File: config.mk
export PLATFORM = sky130hd
export DESIGN_NAME = two_wire_serial_master
export DESIGN_NICKNAME = d
export VERILOG_FILES = /design/src/rtl/scl_divider.v /design/src/rtl/two_wire_serial_master.v
export VERILOG_INCLUDE_DIRS = /design/src /design/src/inc
export SDC_FILE = /design/constraint.sdc
export NUM_CORES = 1
export LEC_CHECK = 0
export BUFFER_PORTS_ARGS = -buffer_cell sky130_fd_sc_hd__buf_2
export CORE_ASPECT_RATIO = 0.8
export CORE_MARGIN = 2
export CORE_UTILIZATION = 44
export CTS_BUF_LIST = sky130_fd_sc_hd__clkbuf_4 sky130_fd_sc_hd__clkbuf_8 sky130_fd_sc_hd__clkbuf_16
export CTS_CLUSTER_DIAMETER = 200
export DETAILED_ROUTE_END_ITERATION = 10
export PLACE_DENSITY = 0.71
export SLEW_MARGIN = 20
export SYNTH_ARGS = -nofsm -noshare
export SYNTH_HDL_FRONTEND = slang
export SYNTH_SLANG_ARGS = --single-unit
File: constraint.sdc
create_clock -name clk -period 3.5 [get_ports clk]
set_input_delay 0.35 -clock clk [delete_from_list [all_inputs] [get_ports clk]]
set_output_delay 0.35 -clock clk [all_outputs]
set_load 0.005 [all_outputs]
File: src/inc/two_wire_consts.vh
// Constants for the two-wire serial master: register offsets, field
// positions, reset values and frame codes.
// Assumes a 16-bit register address and 8-bit register data.
`ifndef TWO_WIRE_CONSTS_VH
`define TWO_WIRE_CONSTS_VH

////////////////////////////////////////////////////////////////////////////
`define ADDR_EXT_IRQ_EN      16'h28A5
`define ADDR_PERIPH_GATE     16'h2D00
`define ADDR_FRAME_CFG       16'h2F01
`define ADDR_DIV_LOW         16'h2F02
`define ADDR_DIV_HIGH        16'h2F03
`define ADDR_SHIFT_DATA      16'h2F04
`define ADDR_XFER_FLAGS      16'h2F05

////////////////////////////////////////////////////////////////////////////
`define PORT_EN_BIT          6
`define IE_FRAME_DONE_BIT    4
`define IE_ILLEGAL_WR_BIT    5
`define CFG_LSB_FIRST_BIT    4
`define CFG_STOP_BIT         1
`define FLG_BUSY_BIT         1
`define FLG_ACK_BIT          0

////////////////////////////////////////////////////////////////////////////
`define REG_RESET            8'h00
`define DIV_RESET            16'h0000
`define LINE_IDLE            1'b1
`define ACK_BIT_INDEX        4'h8
`define QUARTER_FIRST        2'h0
`define QUARTER_SET          2'h1
`define QUARTER_LAST         2'h3

////////////////////////////////////////////////////////////////////////////
// Frame structure codes, bits START, DATA+ACK, STOP, RESTART.
`define FRAME_START_DATA     4'hC
`define FRAME_START_ONLY     4'h8
`define FRAME_DATA_STOP      4'h6
`define FRAME_DATA_RESTART   4'h5
`define FRAME_DATA_ONLY      4'h4
`define FRAME_STOP_ONLY      4'h2
`define FRAME_RESTART_ONLY   4'h1

`endif

File: src/rtl/scl_divider.v
// Quarter-period tick generator for the serial clock.
// Assumes the threshold is stable while run is high.
module scl_divider #(
  parameter WIDTH = 16
) (
  input  wire             clk,
  input  wire             rst,
  input  wire             run,
  input  wire [WIDTH-1:0] threshold,
  output wire             tick
);

  reg [WIDTH-1:0] count_q;
  reg [WIDTH-1:0] count_d;

  // One tick every threshold plus one clocks gives four ticks per period.
  assign tick = run && (count_q == threshold); // RQ10

  always @* begin
    count_d = count_q;
    if (!run || tick) begin
      count_d = {WIDTH{1'b0}};
    end else begin
      count_d = count_q + {{(WIDTH-1){1'b0}}, 1'b1};
    end
  end

  always @(posedge clk or posedge rst) begin
    if (rst) begin
      count_q <= {WIDTH{1'b0}};
    end else begin
      count_q <= count_d;
    end
  end

endmodule

File: src/rtl/two_wire_serial_master.v
// Byte-at-a-time two-wire serial master with its register file.
// Assumes a plain register port with read data one cycle after the strobe,
// open-drain data pin resolved outside, and global interrupt enables
// applied by the interrupt controller that receives the event pulses.
//
// Behaviour
// RQ1 - Port enable bit routes the pins and drives the clock pin as output.
// RQ2 - Software enables the data pin as an input before use.
// RQ3 - START is data falling while the clock is high.
// RQ4 - Each bit takes one clock; set on falling, sampled on rising edge; the code sets a quarter after the fall, samples at end of high.
// RQ5 - Byte bit order follows configuration bit 4.
// RQ6 - Order bit one sends least significant first, zero most significant.
// RQ7 - Eight data bits then one acknowledge; low means acknowledged.
// RQ8 - STOP or RESTART: clock falls, then data rises or falls clock high.
// RQ9 - Configuration bits 3..0 pick frame parts; only five kinds valid; the code accepts seven.
// RQ10 - Divider makes clock at system clock over four times threshold+1.
// RQ11 - Threshold is built from a high and a low byte register.
// RQ12 - Software keeps the serial clock at or below 400 kHz.
// RQ13 - Read-back data and acknowledge show the wired-AND line level.
// RQ14 - Data write while idle launches the frame and sets busy until done.
// RQ15 - Software writes all ones to receive, else the byte to send.
// RQ16 - Frame completion raises the done event when its enable is set.
// RQ17 - Writes while busy are dropped and raise the illegal-write event; the code takes gate and enable writes, drops flag writes silently.
// RQ18 - Clock is held low after a byte until the next frame.
// RQ19 - Software sends the slave address and direction in the first byte.
// RQ20 - Software writes one to the acknowledge flag, reads it after busy.
// RQ21 - Software sequences divider, START, address, data, then STOP.
// RQ22 - Acknowledge flag value is driven back when receiving.
// RQ23 - Reserved frame codes start nothing and leave the lines alone.
`include "two_wire_consts.vh"

module two_wire_serial_master #(
  parameter DIV_WIDTH = 16
) (
  input  wire       clk,
  input  wire       rst,
  input  wire [15:0] addr,
  input  wire [7:0] wdata,
  input  wire       wr_en,
  input  wire       rd_en,
  output reg  [7:0] rdata,
  output reg        frame_done_irq,
  output reg        illegal_write_irq,
  input  wire       sda_i,
  output wire       sda_o,
  output wire       sda_oe,
  output wire       scl_o,
  output wire       scl_oe
);

  localparam ST_IDLE  = 2'h0;
  localparam ST_START = 2'h1;
  localparam ST_BIT   = 2'h2;
  localparam ST_END   = 2'h3;

  ////////////////////////////////////////////////////////////////////////////
  // Frame codes other than the seven accepted ones are refused.
  function frame_valid;
    input [3:0] code;
    begin
      case (code)
        `FRAME_START_DATA,
        `FRAME_START_ONLY,
        `FRAME_DATA_STOP,
        `FRAME_DATA_RESTART,
        `FRAME_DATA_ONLY,
        `FRAME_STOP_ONLY,
        `FRAME_RESTART_ONLY: frame_valid = 1'b1; // RQ9
        default:             frame_valid = 1'b0;
      endcase
    end
  endfunction

  function is_target;
    input [15:0] a;
    input [15:0] target;
    begin
      is_target = (a == target);
    end
  endfunction

  ////////////////////////////////////////////////////////////////////////////
  reg [7:0]  irq_en_q;
  reg [7:0]  gate_q;
  reg [7:0]  cfg_q;
  reg [7:0]  div_low_q;
  reg [7:0]  div_high_q;
  reg [7:0]  shift_q;
  reg [7:0]  shift_d;
  reg [5:0]  flag_spare_q;
  reg        ack_q;
  reg        ack_d;
  reg        busy_q;
  reg [1:0]  state_q;
  reg [1:0]  state_d;
  reg [1:0]  quarter_q;
  reg [3:0]  bit_cnt_q;
  reg [3:0]  bit_cnt_d;
  reg        scl_q;
  reg        scl_d;
  reg        sda_q;
  reg        sda_d;
  reg        sda_meta_q;
  reg        sda_sync_q;
  reg        finish;

  wire       tick;
  wire       port_en;
  wire       lsb_first;
  wire       stop_sel;
  wire       elem_end;
  wire       wr_guarded;
  wire       launch;
  wire       tx_bit;
  wire [15:0] threshold;

  assign port_en   = gate_q[`PORT_EN_BIT];
  assign lsb_first = cfg_q[`CFG_LSB_FIRST_BIT];
  assign stop_sel  = cfg_q[`CFG_STOP_BIT];
  assign threshold = {div_high_q, div_low_q}; // RQ11
  assign elem_end  = tick && (quarter_q == `QUARTER_LAST);
  assign tx_bit    = lsb_first ? shift_q[0] : shift_q[7]; // RQ6

  // Configuration, divider and data writes are dropped while busy.
  assign wr_guarded = wr_en && (addr >= `ADDR_FRAME_CFG) &&
                      (addr <= `ADDR_SHIFT_DATA);
  // A disabled port never launches, so the lines cannot toggle unrouted.
  assign launch = wr_en && is_target(addr, `ADDR_SHIFT_DATA) && !busy_q &&
                  port_en && frame_valid(cfg_q[3:0]); // RQ14 RQ23

  ////////////////////////////////////////////////////////////////////////////
  // The pin pair only belongs to the port while it is enabled.
  assign scl_o  = scl_q;
  assign scl_oe = port_en; // RQ1
  assign sda_o  = 1'b0;
  assign sda_oe = port_en && !sda_q; // RQ1

  scl_divider #(
    .WIDTH     (DIV_WIDTH)
  ) u_divider (
    .clk       (clk),
    .rst       (rst),
    .run       (busy_q),
    .threshold (threshold[DIV_WIDTH-1:0]),
    .tick      (tick)
  );

  ////////////////////////////////////////////////////////////////////////////
  // Line sequencing: four quarters per element, clock high in quarters 2-3, and in all four during START.
  always @* begin
    state_d   = state_q;
    bit_cnt_d = bit_cnt_q;
    scl_d     = scl_q;
    sda_d     = sda_q;
    finish    = 1'b0;
    if (launch) begin
      bit_cnt_d = 4'h0;
      if (cfg_q[3]) begin
        state_d = ST_START;
      end else if (cfg_q[2]) begin
        state_d = ST_BIT;
      end else begin
        state_d = ST_END;
      end
    end
    case (state_q)
      ST_START: begin
        scl_d = 1'b1;
        sda_d = ~quarter_q[1]; // RQ3
        if (elem_end) begin
          if (cfg_q[2]) begin
            state_d = ST_BIT;
          end else begin
            finish = 1'b1;
          end
        end
      end
      ST_BIT: begin
        scl_d = quarter_q[1]; // RQ4
        // Data moves a full quarter after the falling edge, never with it.
        if (quarter_q == `QUARTER_SET) begin
          if (bit_cnt_q == `ACK_BIT_INDEX) begin
            sda_d = ack_q; // RQ22
          end else begin
            sda_d = tx_bit; // RQ5
          end
        end
        if (elem_end) begin
          if (bit_cnt_q == `ACK_BIT_INDEX) begin // RQ7
            scl_d = 1'b0; // RQ18
            if (cfg_q[1] || cfg_q[0]) begin
              state_d = ST_END;
            end else begin
              finish = 1'b1;
            end
          end else begin
            bit_cnt_d = bit_cnt_q + 4'h1;
          end
        end
      end
      ST_END: begin
        scl_d = quarter_q[1];
        if (quarter_q == `QUARTER_SET) begin
          sda_d = !stop_sel; // RQ8
        end else if (quarter_q == `QUARTER_LAST) begin
          sda_d = stop_sel; // RQ8
        end
        if (elem_end) begin
          finish = 1'b1;
        end
      end
      default: begin
      end
    endcase
    if (finish) begin
      state_d = ST_IDLE;
    end
  end

  ////////////////////////////////////////////////////////////////////////////
  // Shift register and acknowledge flag take the synchronised line level.
  always @* begin
    shift_d = shift_q;
    ack_d   = ack_q;
    if (!busy_q && wr_en && is_target(addr, `ADDR_SHIFT_DATA)) begin
      shift_d = wdata;
    end
    if (!busy_q && wr_en && is_target(addr, `ADDR_XFER_FLAGS)) begin
      ack_d = wdata[`FLG_ACK_BIT];
    end
    if (state_q == ST_BIT && elem_end) begin
      if (bit_cnt_q == `ACK_BIT_INDEX) begin
        ack_d = sda_sync_q; // RQ13
      end else if (lsb_first) begin
        shift_d = {sda_sync_q, shift_q[7:1]}; // RQ13
      end else begin
        shift_d = {shift_q[6:0], sda_sync_q}; // RQ13
      end
    end
  end

  always @(posedge clk or posedge rst) begin
    if (rst) begin
      sda_meta_q <= `LINE_IDLE;
      sda_sync_q <= `LINE_IDLE;
    end else begin
      sda_meta_q <= sda_i;
      sda_sync_q <= sda_meta_q;
    end
  end

  always @(posedge clk or posedge rst) begin
    if (rst) begin
      state_q   <= ST_IDLE;
      quarter_q <= `QUARTER_FIRST;
      bit_cnt_q <= 4'h0;
      scl_q     <= `LINE_IDLE;
      sda_q     <= `LINE_IDLE;
      busy_q    <= 1'b0;
      shift_q   <= `REG_RESET;
      ack_q     <= 1'b0;
    end else begin
      state_q   <= state_d;
      bit_cnt_q <= bit_cnt_d;
      scl_q     <= scl_d;
      sda_q     <= sda_d;
      shift_q   <= shift_d;
      ack_q     <= ack_d;
      if (launch) begin
        quarter_q <= `QUARTER_FIRST;
      end else if (tick) begin
        quarter_q <= quarter_q + 2'h1;
      end
      if (launch) begin
        busy_q <= 1'b1; // RQ14
      end else if (finish) begin
        busy_q <= 1'b0; // RQ14
      end
    end
  end

  ////////////////////////////////////////////////////////////////////////////
  // Plain register storage; guarded registers ignore writes while busy.
  always @(posedge clk or posedge rst) begin
    if (rst) begin
      irq_en_q     <= `REG_RESET;
      gate_q       <= `REG_RESET;
      cfg_q        <= `REG_RESET;
      div_low_q    <= `REG_RESET;
      div_high_q   <= `REG_RESET;
      flag_spare_q <= 6'h00;
    end else if (wr_en) begin
      if (is_target(addr, `ADDR_EXT_IRQ_EN)) begin
        irq_en_q <= wdata;
      end
      if (is_target(addr, `ADDR_PERIPH_GATE)) begin
        gate_q <= wdata;
      end
      if (!busy_q) begin // RQ17
        if (is_target(addr, `ADDR_FRAME_CFG)) begin
          cfg_q <= wdata;
        end
        if (is_target(addr, `ADDR_DIV_LOW)) begin
          div_low_q <= wdata;
        end
        if (is_target(addr, `ADDR_DIV_HIGH)) begin
          div_high_q <= wdata;
        end
        if (is_target(addr, `ADDR_XFER_FLAGS)) begin
          flag_spare_q <= wdata[7:2];
        end
      end
    end
  end

  ////////////////////////////////////////////////////////////////////////////
  // Event pulses; global enables are applied by the interrupt controller.
  always @(posedge clk or posedge rst) begin
    if (rst) begin
      frame_done_irq    <= 1'b0;
      illegal_write_irq <= 1'b0;
    end else begin
      frame_done_irq    <= finish && irq_en_q[`IE_FRAME_DONE_BIT]; // RQ16
      illegal_write_irq <= wr_guarded && busy_q &&
                           irq_en_q[`IE_ILLEGAL_WR_BIT]; // RQ17
    end
  end

  ////////////////////////////////////////////////////////////////////////////
  // Read data stands only in the cycle after the strobe; unmapped reads 0.
  always @(posedge clk or posedge rst) begin
    if (rst) begin
      rdata <= `REG_RESET;
    end else if (rd_en) begin
      case (addr)
        `ADDR_EXT_IRQ_EN:  rdata <= irq_en_q;
        `ADDR_PERIPH_GATE: rdata <= gate_q;
        `ADDR_FRAME_CFG:   rdata <= cfg_q;
        `ADDR_DIV_LOW:     rdata <= div_low_q;
        `ADDR_DIV_HIGH:    rdata <= div_high_q;
        `ADDR_SHIFT_DATA:  rdata <= shift_q;
        `ADDR_XFER_FLAGS:  rdata <= {flag_spare_q, busy_q, ack_q};
        default:           rdata <= `REG_RESET;
      endcase
    end else begin
      rdata <= `REG_RESET;
    end
  end

endmodule

==> reports/results.ini, run 1 <==
[timing]
post-route-period-util = 0.749
tightest_slew_ps = 876
finalHoldViolations = 0
fin_crit_ps = 2620
rsz0062_at_grt = no
fmax_mhz = 382
drv_slew = 0
fin_setup_tns_ps = 0
skew_ps = 11.9
relSlewSlack = 0.401
finalSetupViolCount = 0

[detailed_routing]
remaining_drc_errors = 0
antenna_left = 0
avgViaCountPerCell = 5.91
wl_per_cell_um = 19.3
drtIter0Drc = 437
vias = 3685
routed_wl_um = 12000
drt_first_pass_iters = 8

[logic_synthesis]
yosys.area.top_type_share = 0.456
yosysMostFrequentCell = dfrtp_1
ys_seq_area_frac = 0.477
synth_area_um2 = 4940
yosysWarnings = 0
synth_nets = 470
synth_edf_count = 0
ys_top_cells_by_count = dfrtp_1, mux2_2, nor2_1, mux2i_1, xor2_1
synth_top_cell_by_area = dfrtp_1
syn_avg_cell_area_um2 = 11.4
synth_top_flop_cell = dfrtp_1
yosys-top-cells-area = dfrtp_1, mux2_2, mux2i_1, xor2_1, a222oi_1
ys_ff_latch = 94
synthDistinctLibCells = 59
syn_inst = 432
synth_async_sr_flop_share = 1.00

[worst_setup_path]
cp.required_ps = 3790
worst_r2r_startpoint = u_divider.count_q[2]
reg2reg_setup_slack_ps = 880
timing.rr.end = frame_done_irq
arrival_ps = 2910
crit_type = reg2reg
critPathMaxFanout = 14
critPathMostFrequentCell = buf_4
endpoint_kind = flop
slowest_delay_ps = 780
crit_chain = xor2_1, nor4_1, nand4_1, buf_4, a2111oi_0, buf_4, and2_1
cp_slowest_cell = a2111oi_0
critPathLaunchType = flop
r2r_cells = 7

[hold_path]
hold_class = in2reg
hold_path.startpoint = sda_i
hold_path_end = sda_meta_q
whs_path_depth = 1

[place]
numPortBuffers = 41
place_hpwl_um = 8720
dp_cells = 607
finalWeightedCongestion = 0.943

[clock_network]
cts_sinks = 94
clk_pin_slew_ps = 70
cts_root_buf = clkbuf_16
cts_resized = 0
cts_tree = done
htree_levels = 3
numCtsBuffers = 9
ctsHoldBuffers = 0
cts_buffer_depth = 2
clkLatencyLatePin_ps = 350
postCtsSetupRepairBufs = 0

[cells_and_area]
final_layout_size_suffix_gt1_frac = 0.290
final_nets = 512
final_util = 0.514
area_delta_synth_final_pct = 13.5
n_antenna_cell = 0
layoutNonFillerInstCount = 623

[floorplanning]
initial_utilization = 0.453
ioPinCount = 43
rows = 34
dieArea_um2 = 12100
die_width_um = 122
fp.dieH_um = 98.7
coreArea_um2 = 10900

[power_and_ir_drop]
p_leak_nw = 2.62
internal_power_w = 0.00162
peakVddDrop_mv = 0.250
swShare = 0.247
power_density_nw_per_um2 = 383
switchingPower_w = 0.000530
p_comb_frac = 0.037
seq_power_share = 0.507
power.share.clock = 0.456

[outcome]
status = complete, no violations

[run]
drv_cap = 0

[grt]
grt_pass1_wl_um = 19700
grt_overflow_total = 0
grt_usage = 0.213
grt_max_degree = 56
antenna_found_initial = 0
grt_pass1_vias = 3668

-- worst max-delay path: cells and delay by family (launching register included) --
family	cells	cell delay, ps
buf+inv	2	460
xor+xnor	1	200
compound gates	1	780
simple gates	3	660
flops	1	470
-- worst max-delay path by stage --
stage	from	endpoint	slack (ps)	cells after the start
after floorplan	rst	ack_q	710	1
after global placement	addr[6]	cfg_q[1]	880	6
after detailed placement	addr[6]	cfg_q[4]	830	6
after CTS	u_divider.count_q[2]	frame_done_irq	970	7
after global routing	u_divider.count_q[2]	frame_done_irq	700	7
final	u_divider.count_q[2]	frame_done_irq	880	7
-- power groups by stage --
| stage | registers (W) | logic, W | clock network, W |
|---|---|---|---|
| 2_1_floorplan | 0.00111 | 0.0000362 | 0 |
| 3_3_place_gp | 0.00111 | 0.0000774 | 0 |
| 3_5_place_dp | 0.00111 | 0.0000791 | 0 |
| 4_1_cts | 0.00109 | 0.0000794 | 0.000995 |
| 5_1_grt | 0.00109 | 0.0000880 | 0.00103 |
| 6_report | 0.00109 | 0.0000787 | 0.000979 |
-- per-layer routing --
layer / routed length [µm] / part of all wire / global-route usage / vias to the layer above
met5: 0 / 0 / 0 / -
met4: 217 / 0.018 / 0.0681 / 0
met3: 777 / 0.065 / 0.0405 / 21
met2: 5550 / 0.46 / 0.322 / 138
met1: 5460 / 0.46 / 0.309 / 1852
li1: - / - / - / 1674
-- cells in the final DEF, fill, tap and decap left out, drive strengths merged, types with 2 or more instances in the layout --
| cell | instances |
|---|---|
| xnor2 | 9 |
| ha | 9 |
| a22oi | 2 |
| dfrtp | 90 |
| nand3b | 3 |
| xor2 | 23 |
| nor2 | 32 |
| mux2i | 28 |
| inv | 22 |
| clkinv | 2 |
| a211oi | 2 |
| and2 | 4 |
| dfstp | 4 |
| nor4 | 11 |
| buf | 47 |
| a31oi | 2 |
| and3 | 2 |
| nand4 | 6 |
| nand4bb | 2 |
| o31ai | 3 |
| or2 | 4 |
| or4 | 3 |
| nand3 | 10 |
| a222oi | 14 |
| clkbuf | 9 |
| nor2b | 3 |
| and4 | 3 |
| a21oi | 16 |
| mux2 | 55 |
| nand2 | 21 |
| or4b | 2 |
| o21ai | 7 |
| nor3 | 12 |
-- state kept, by name (all words and copies together), names as in the netlist --
register	cells
ack_q	1
bit_cnt_q	4
busy_q	1
cfg_q	8
div_high_q	8
div_low_q	8
flag_spare_q	6
frame_done_irq	1
gate_q	8
illegal_write_irq	1
irq_en_q	8
quarter_q	2
rdata	8
scl_o	1
sda_meta_q	1
sda_q	1
sda_sync_q	1
shift_q	8
state_q	2
u_divider.count_q	16
-- area by class of cell --
cell class / instances / area (µm²)
Sequential cell: 94 / 2360
Clock inverter: 7 / 72.6
Tap cell: 144 / 180
Fill cell: 963 / 5290
Multi-Input combinational cell: 305 / 2450
Timing Repair Buffer: 47 / 250
Clock buffer: 9 / 225
Inverter: 17 / 66.3
-- logic make-up (layout without fill, tap and decap cells) --
logic type | count (synthesis) | in the layout | synth area share
other | 1 | 1 | 0.000760
xor gates and xnor gates | 32 | 32 | 0.0568
and+or+nand+nor | 123 | 123 | 0.148
muxes | 83 | 83 | 0.182
buffers and inverters | 33 | 80 | 0.0276
adders and majority gates | 9 | 9 | 0.0228
AOI/OAI and AO/OA | 57 | 57 | 0.0841
DFF | 94 | 94 | 0.477
-- per-stage QoR --
stage	instance area, µm²	power (W)	setup slack (ps)	hold WS (ps)
after global routing	5600	0.00221	699	82.9
after detailed placement	5300	0.00119	831	353
after global placement	5300	0.00119	883	345
final	5600	0.00215	880	91.6
after floorplan	4940	0.00115	708	345
after CTS	5600	0.00216	969	81.9
(Power assumes the default switching activity.)
==> inputs of run 2 (changes only) <==
--- a/config.mk
+++ b/config.mk
@@ -6,6 +6,7 @@
 export SDC_FILE = /design/constraint.sdc
 export NUM_CORES = 1
 export LEC_CHECK = 0
+export ABC_AREA = 1
 export BUFFER_PORTS_ARGS = -buffer_cell sky130_fd_sc_hd__buf_2
 export CORE_ASPECT_RATIO = 0.8
 export CORE_MARGIN = 2
@@ -13,7 +14,7 @@
 export CTS_BUF_LIST = sky130_fd_sc_hd__clkbuf_4 sky130_fd_sc_hd__clkbuf_8 sky130_fd_sc_hd__clkbuf_16
 export CTS_CLUSTER_DIAMETER = 200
 export DETAILED_ROUTE_END_ITERATION = 10
-export PLACE_DENSITY = 0.71
+export PLACE_DENSITY = 0.73
 export SLEW_MARGIN = 20
 export SYNTH_ARGS = -nofsm -noshare
 export SYNTH_HDL_FRONTEND = slang
==> constraint.sdc (replaced) <==
create_clock -name clk -period 2.17 [get_ports clk]
set_input_delay 0.217 -clock clk [delete_from_list [all_inputs] [get_ports clk]]
set_output_delay 0.217 -clock clk [all_outputs]
set_load 0.005 [all_outputs]
==> run 2 against run 1 <==
  * The run now ends with negative hold slack left
  * Combinational power grew 98%
  * Non-clock buffer count increased by 4
  * Core utilization fell by 0.40 points
  * Die area up 4.4%
  * Maximum frequency grew 35%
  * Synthesized cell count is 56% higher
  * Clock skew shrank 5.1 ps
  * Global-route usage grew 1.0 points
  * Register-to-register slack worse by 650 ps
  * Critical path type unchanged
  * Largest power group unchanged
  * Highest routed layer unchanged
==> reports/results.ini, run 2 <==
[timing]
finalSetupViolCount = 0
fmax_mhz = 516
rsz0062_at_grt = no
post-route-period-util = 0.893
finalHoldViolations = 14
fin_setup_tns_ps = 0
hold_slack_ps = -13.5
fin_ws_ps = 231
drv_slew = 0
tightest_slew_ps = 556
relSlewSlack = 0.628
skew_ps = 6.74
fin_crit_ps = 1940

[logic_synthesis]
synth_top_cell_by_area = dfrtp_1
ys_top_cells_by_count = nand2_1, dfrtp_1, inv_1, nor2_1, o21ai_0
synth_async_sr_flop_share = 1.00
yosysMostFrequentCell = nand2_1
synth_edf_count = 0
synth_area_um2 = 5160
synthDistinctLibCells = 38
syn_inst = 676
yosys-top-cells-area = dfrtp_1, nand2_1, inv_1, nor2_1, o21ai_0
ys_seq_area_frac = 0.456
ys_ff_latch = 94
syn_avg_cell_area_um2 = 7.64
yosys.area.top_type_share = 0.436
yosysWarnings = 0
synth_top_flop_cell = dfrtp_1
synth_nets = 714

[worst_setup_path]
endpoint_kind = flop
arrival_ps = 2170
cp.required_ps = 2400
worst_r2r_startpoint = state_q[0]
critPathLaunchType = flop
startpoint = state_q[0]
critPathMaxFanout = 7
crit_type = reg2reg

[cells_and_area]
final_nets = 764
top_register = u_divider.count_q
final.fill_count = 1093
n_antenna_cell = 0
final_common_cell = nand2_1
most-common-layout-cells = nand2_1, dfrtp_1, inv_1
area_delta_synth_final_pct = 13.4
largest_reg_flops = 16
final_util = 0.510
final_layout_size_suffix_gt1_frac = 0.152

[clock_network]
cts_buffer_depth = 2
clkLatencyLatePin_ps = 350
numCtsBuffers = 9
clk_pin_slew_ps = 70
cts_root_buf = clkbuf_16
cts_sinks = 94
postCtsSetupRepairBufs = 0
htree_levels = 3
cts_resized = 0
cts_tree = done

[floorplanning]
fp.dieH_um = 101
initial_utilization = 0.450
rows = 35
ioPinCount = 43
coreArea_um2 = 11500
die_width_um = 125
dieArea_um2 = 12600

[grt]
grt_max_degree = 95
grt_pass1_vias = 4388
grt_pass1_wl_um = 22100
grt_overflow_total = 0
antenna_found_initial = 0
grt_usage = 0.223

[power_and_ir_drop]
p_leak_nw = 2.79
peakVddDrop_mv = 0.340
power_density_nw_per_um2 = 598

[detailed_routing]
vias = 4701
drtIter0Drc = 429
wl_per_cell_um = 15.2
remaining_drc_errors = 0
antenna_left = 0
routed_wl_um = 13300
avgViaCountPerCell = 5.35
drt_first_pass_iters = 5

[place]
place_hpwl_um = 9780
dpl_worst_slack_ps = 239
finalWeightedCongestion = 0.895
numPortBuffers = 41

[outcome]
violations = negative hold slack
status = finished with violations

[hold_path]
hold_class = in2async

[run]
drv_cap = 0

==> run 2: cell types whose count changed after synthesis, sizes merged, moves of 14 or more <==
cell    change
nand2     +180
inv        +74
o21ai      +60
mux2       -55
nor2       +55
mux2i      -28
nand3      +27
xor2       -22
a222oi     -14
==> run 2: cells by family (layout without fill, tap and decap cells) <==
kind of cell,count (synthesis),in the layout,share of synthesized area
simple gates,349,349,0.296
compound gates,118,118,0.139
buf+inv,103,158,0.0826
flops,94,94,0.456
fa+ha+maj,9,9,0.0218
xor+xnor,2,2,0.00339
other cells,1,1,0.000726
==> run 2: timing repair <==
action,CTS,global route
endpoints found under the setup margin,0,0
hold buffers,1,0
hold endpoints to repair,1,0
==> run 2: layout make-up <==
type	count	area, µm²	area share
multi-input cells	479	2380	0.407
flip-flops and latches	94	2360	0.403
inverters	91	345	0.0590
repair buffers	51	295	0.0504
clock buffers	9	225	0.0385
well taps	148	185	0.0316
clock inverters	7	66.3	0.0113
==> run 2: stage by stage <==
| step | instance area, µm² | total power (W) | instances |
|---|---|---|---|
| final | 5860 | 0.00350 | 879 |
| after global routing | 5860 | 0.00361 | 879 |
| after CTS | 5860 | 0.00352 | 879 |
| after detailed placement | 5550 | 0.00197 | 862 |
| after global placement | 5550 | 0.00196 | 862 |
| after floorplan | 5170 | 0.00189 | 676 |
==> run 2: critical path, cell delays in order, from the launching register on <==
cell	delay (ps)
dfrtp_1	410
inv_1	100
ha_1	310
inv_1	130
a21oi_1	130
o21ai_0	100
o21a_1	180
nor2_1	100
nand2_1	150
inv_1	110
o21ai_0	80
==> run 2: path summary, 6_finish.rpt <==
check | end | slack [ps] | depth (start not counted)
min | illegal_write_irq | -10 | 3
max in group asynchronous | sda_sync_q | 1770 | 3
max reg2reg | busy_q | 230 | 10
max | busy_q | 230 | 10
min reg2reg | sda_sync_q | 360 | 0
min in group clk | gate_q[7] | 110 | 3
==> run 2: power breakdown <==
group          internal, W  leakage (nW)  total (W)  switching (W)
Combinational    0.0000464          1.43   0.000156       0.000110
Sequential         0.00176          1.23    0.00177     0.00000861
Clock             0.000806         0.138    0.00157       0.000764
==> run 2: layer usage <==
metal | part of all wire | vias to the layer above | track usage
li1 | - | 2287 | -
met1 | 0.46 | 2224 | 0.311
met2 | 0.44 | 174 | 0.344
met3 | 0.087 | 16 | 0.0674
met4 | 0.012 | 0 | 0.0530
met5 | 0 | - | 0
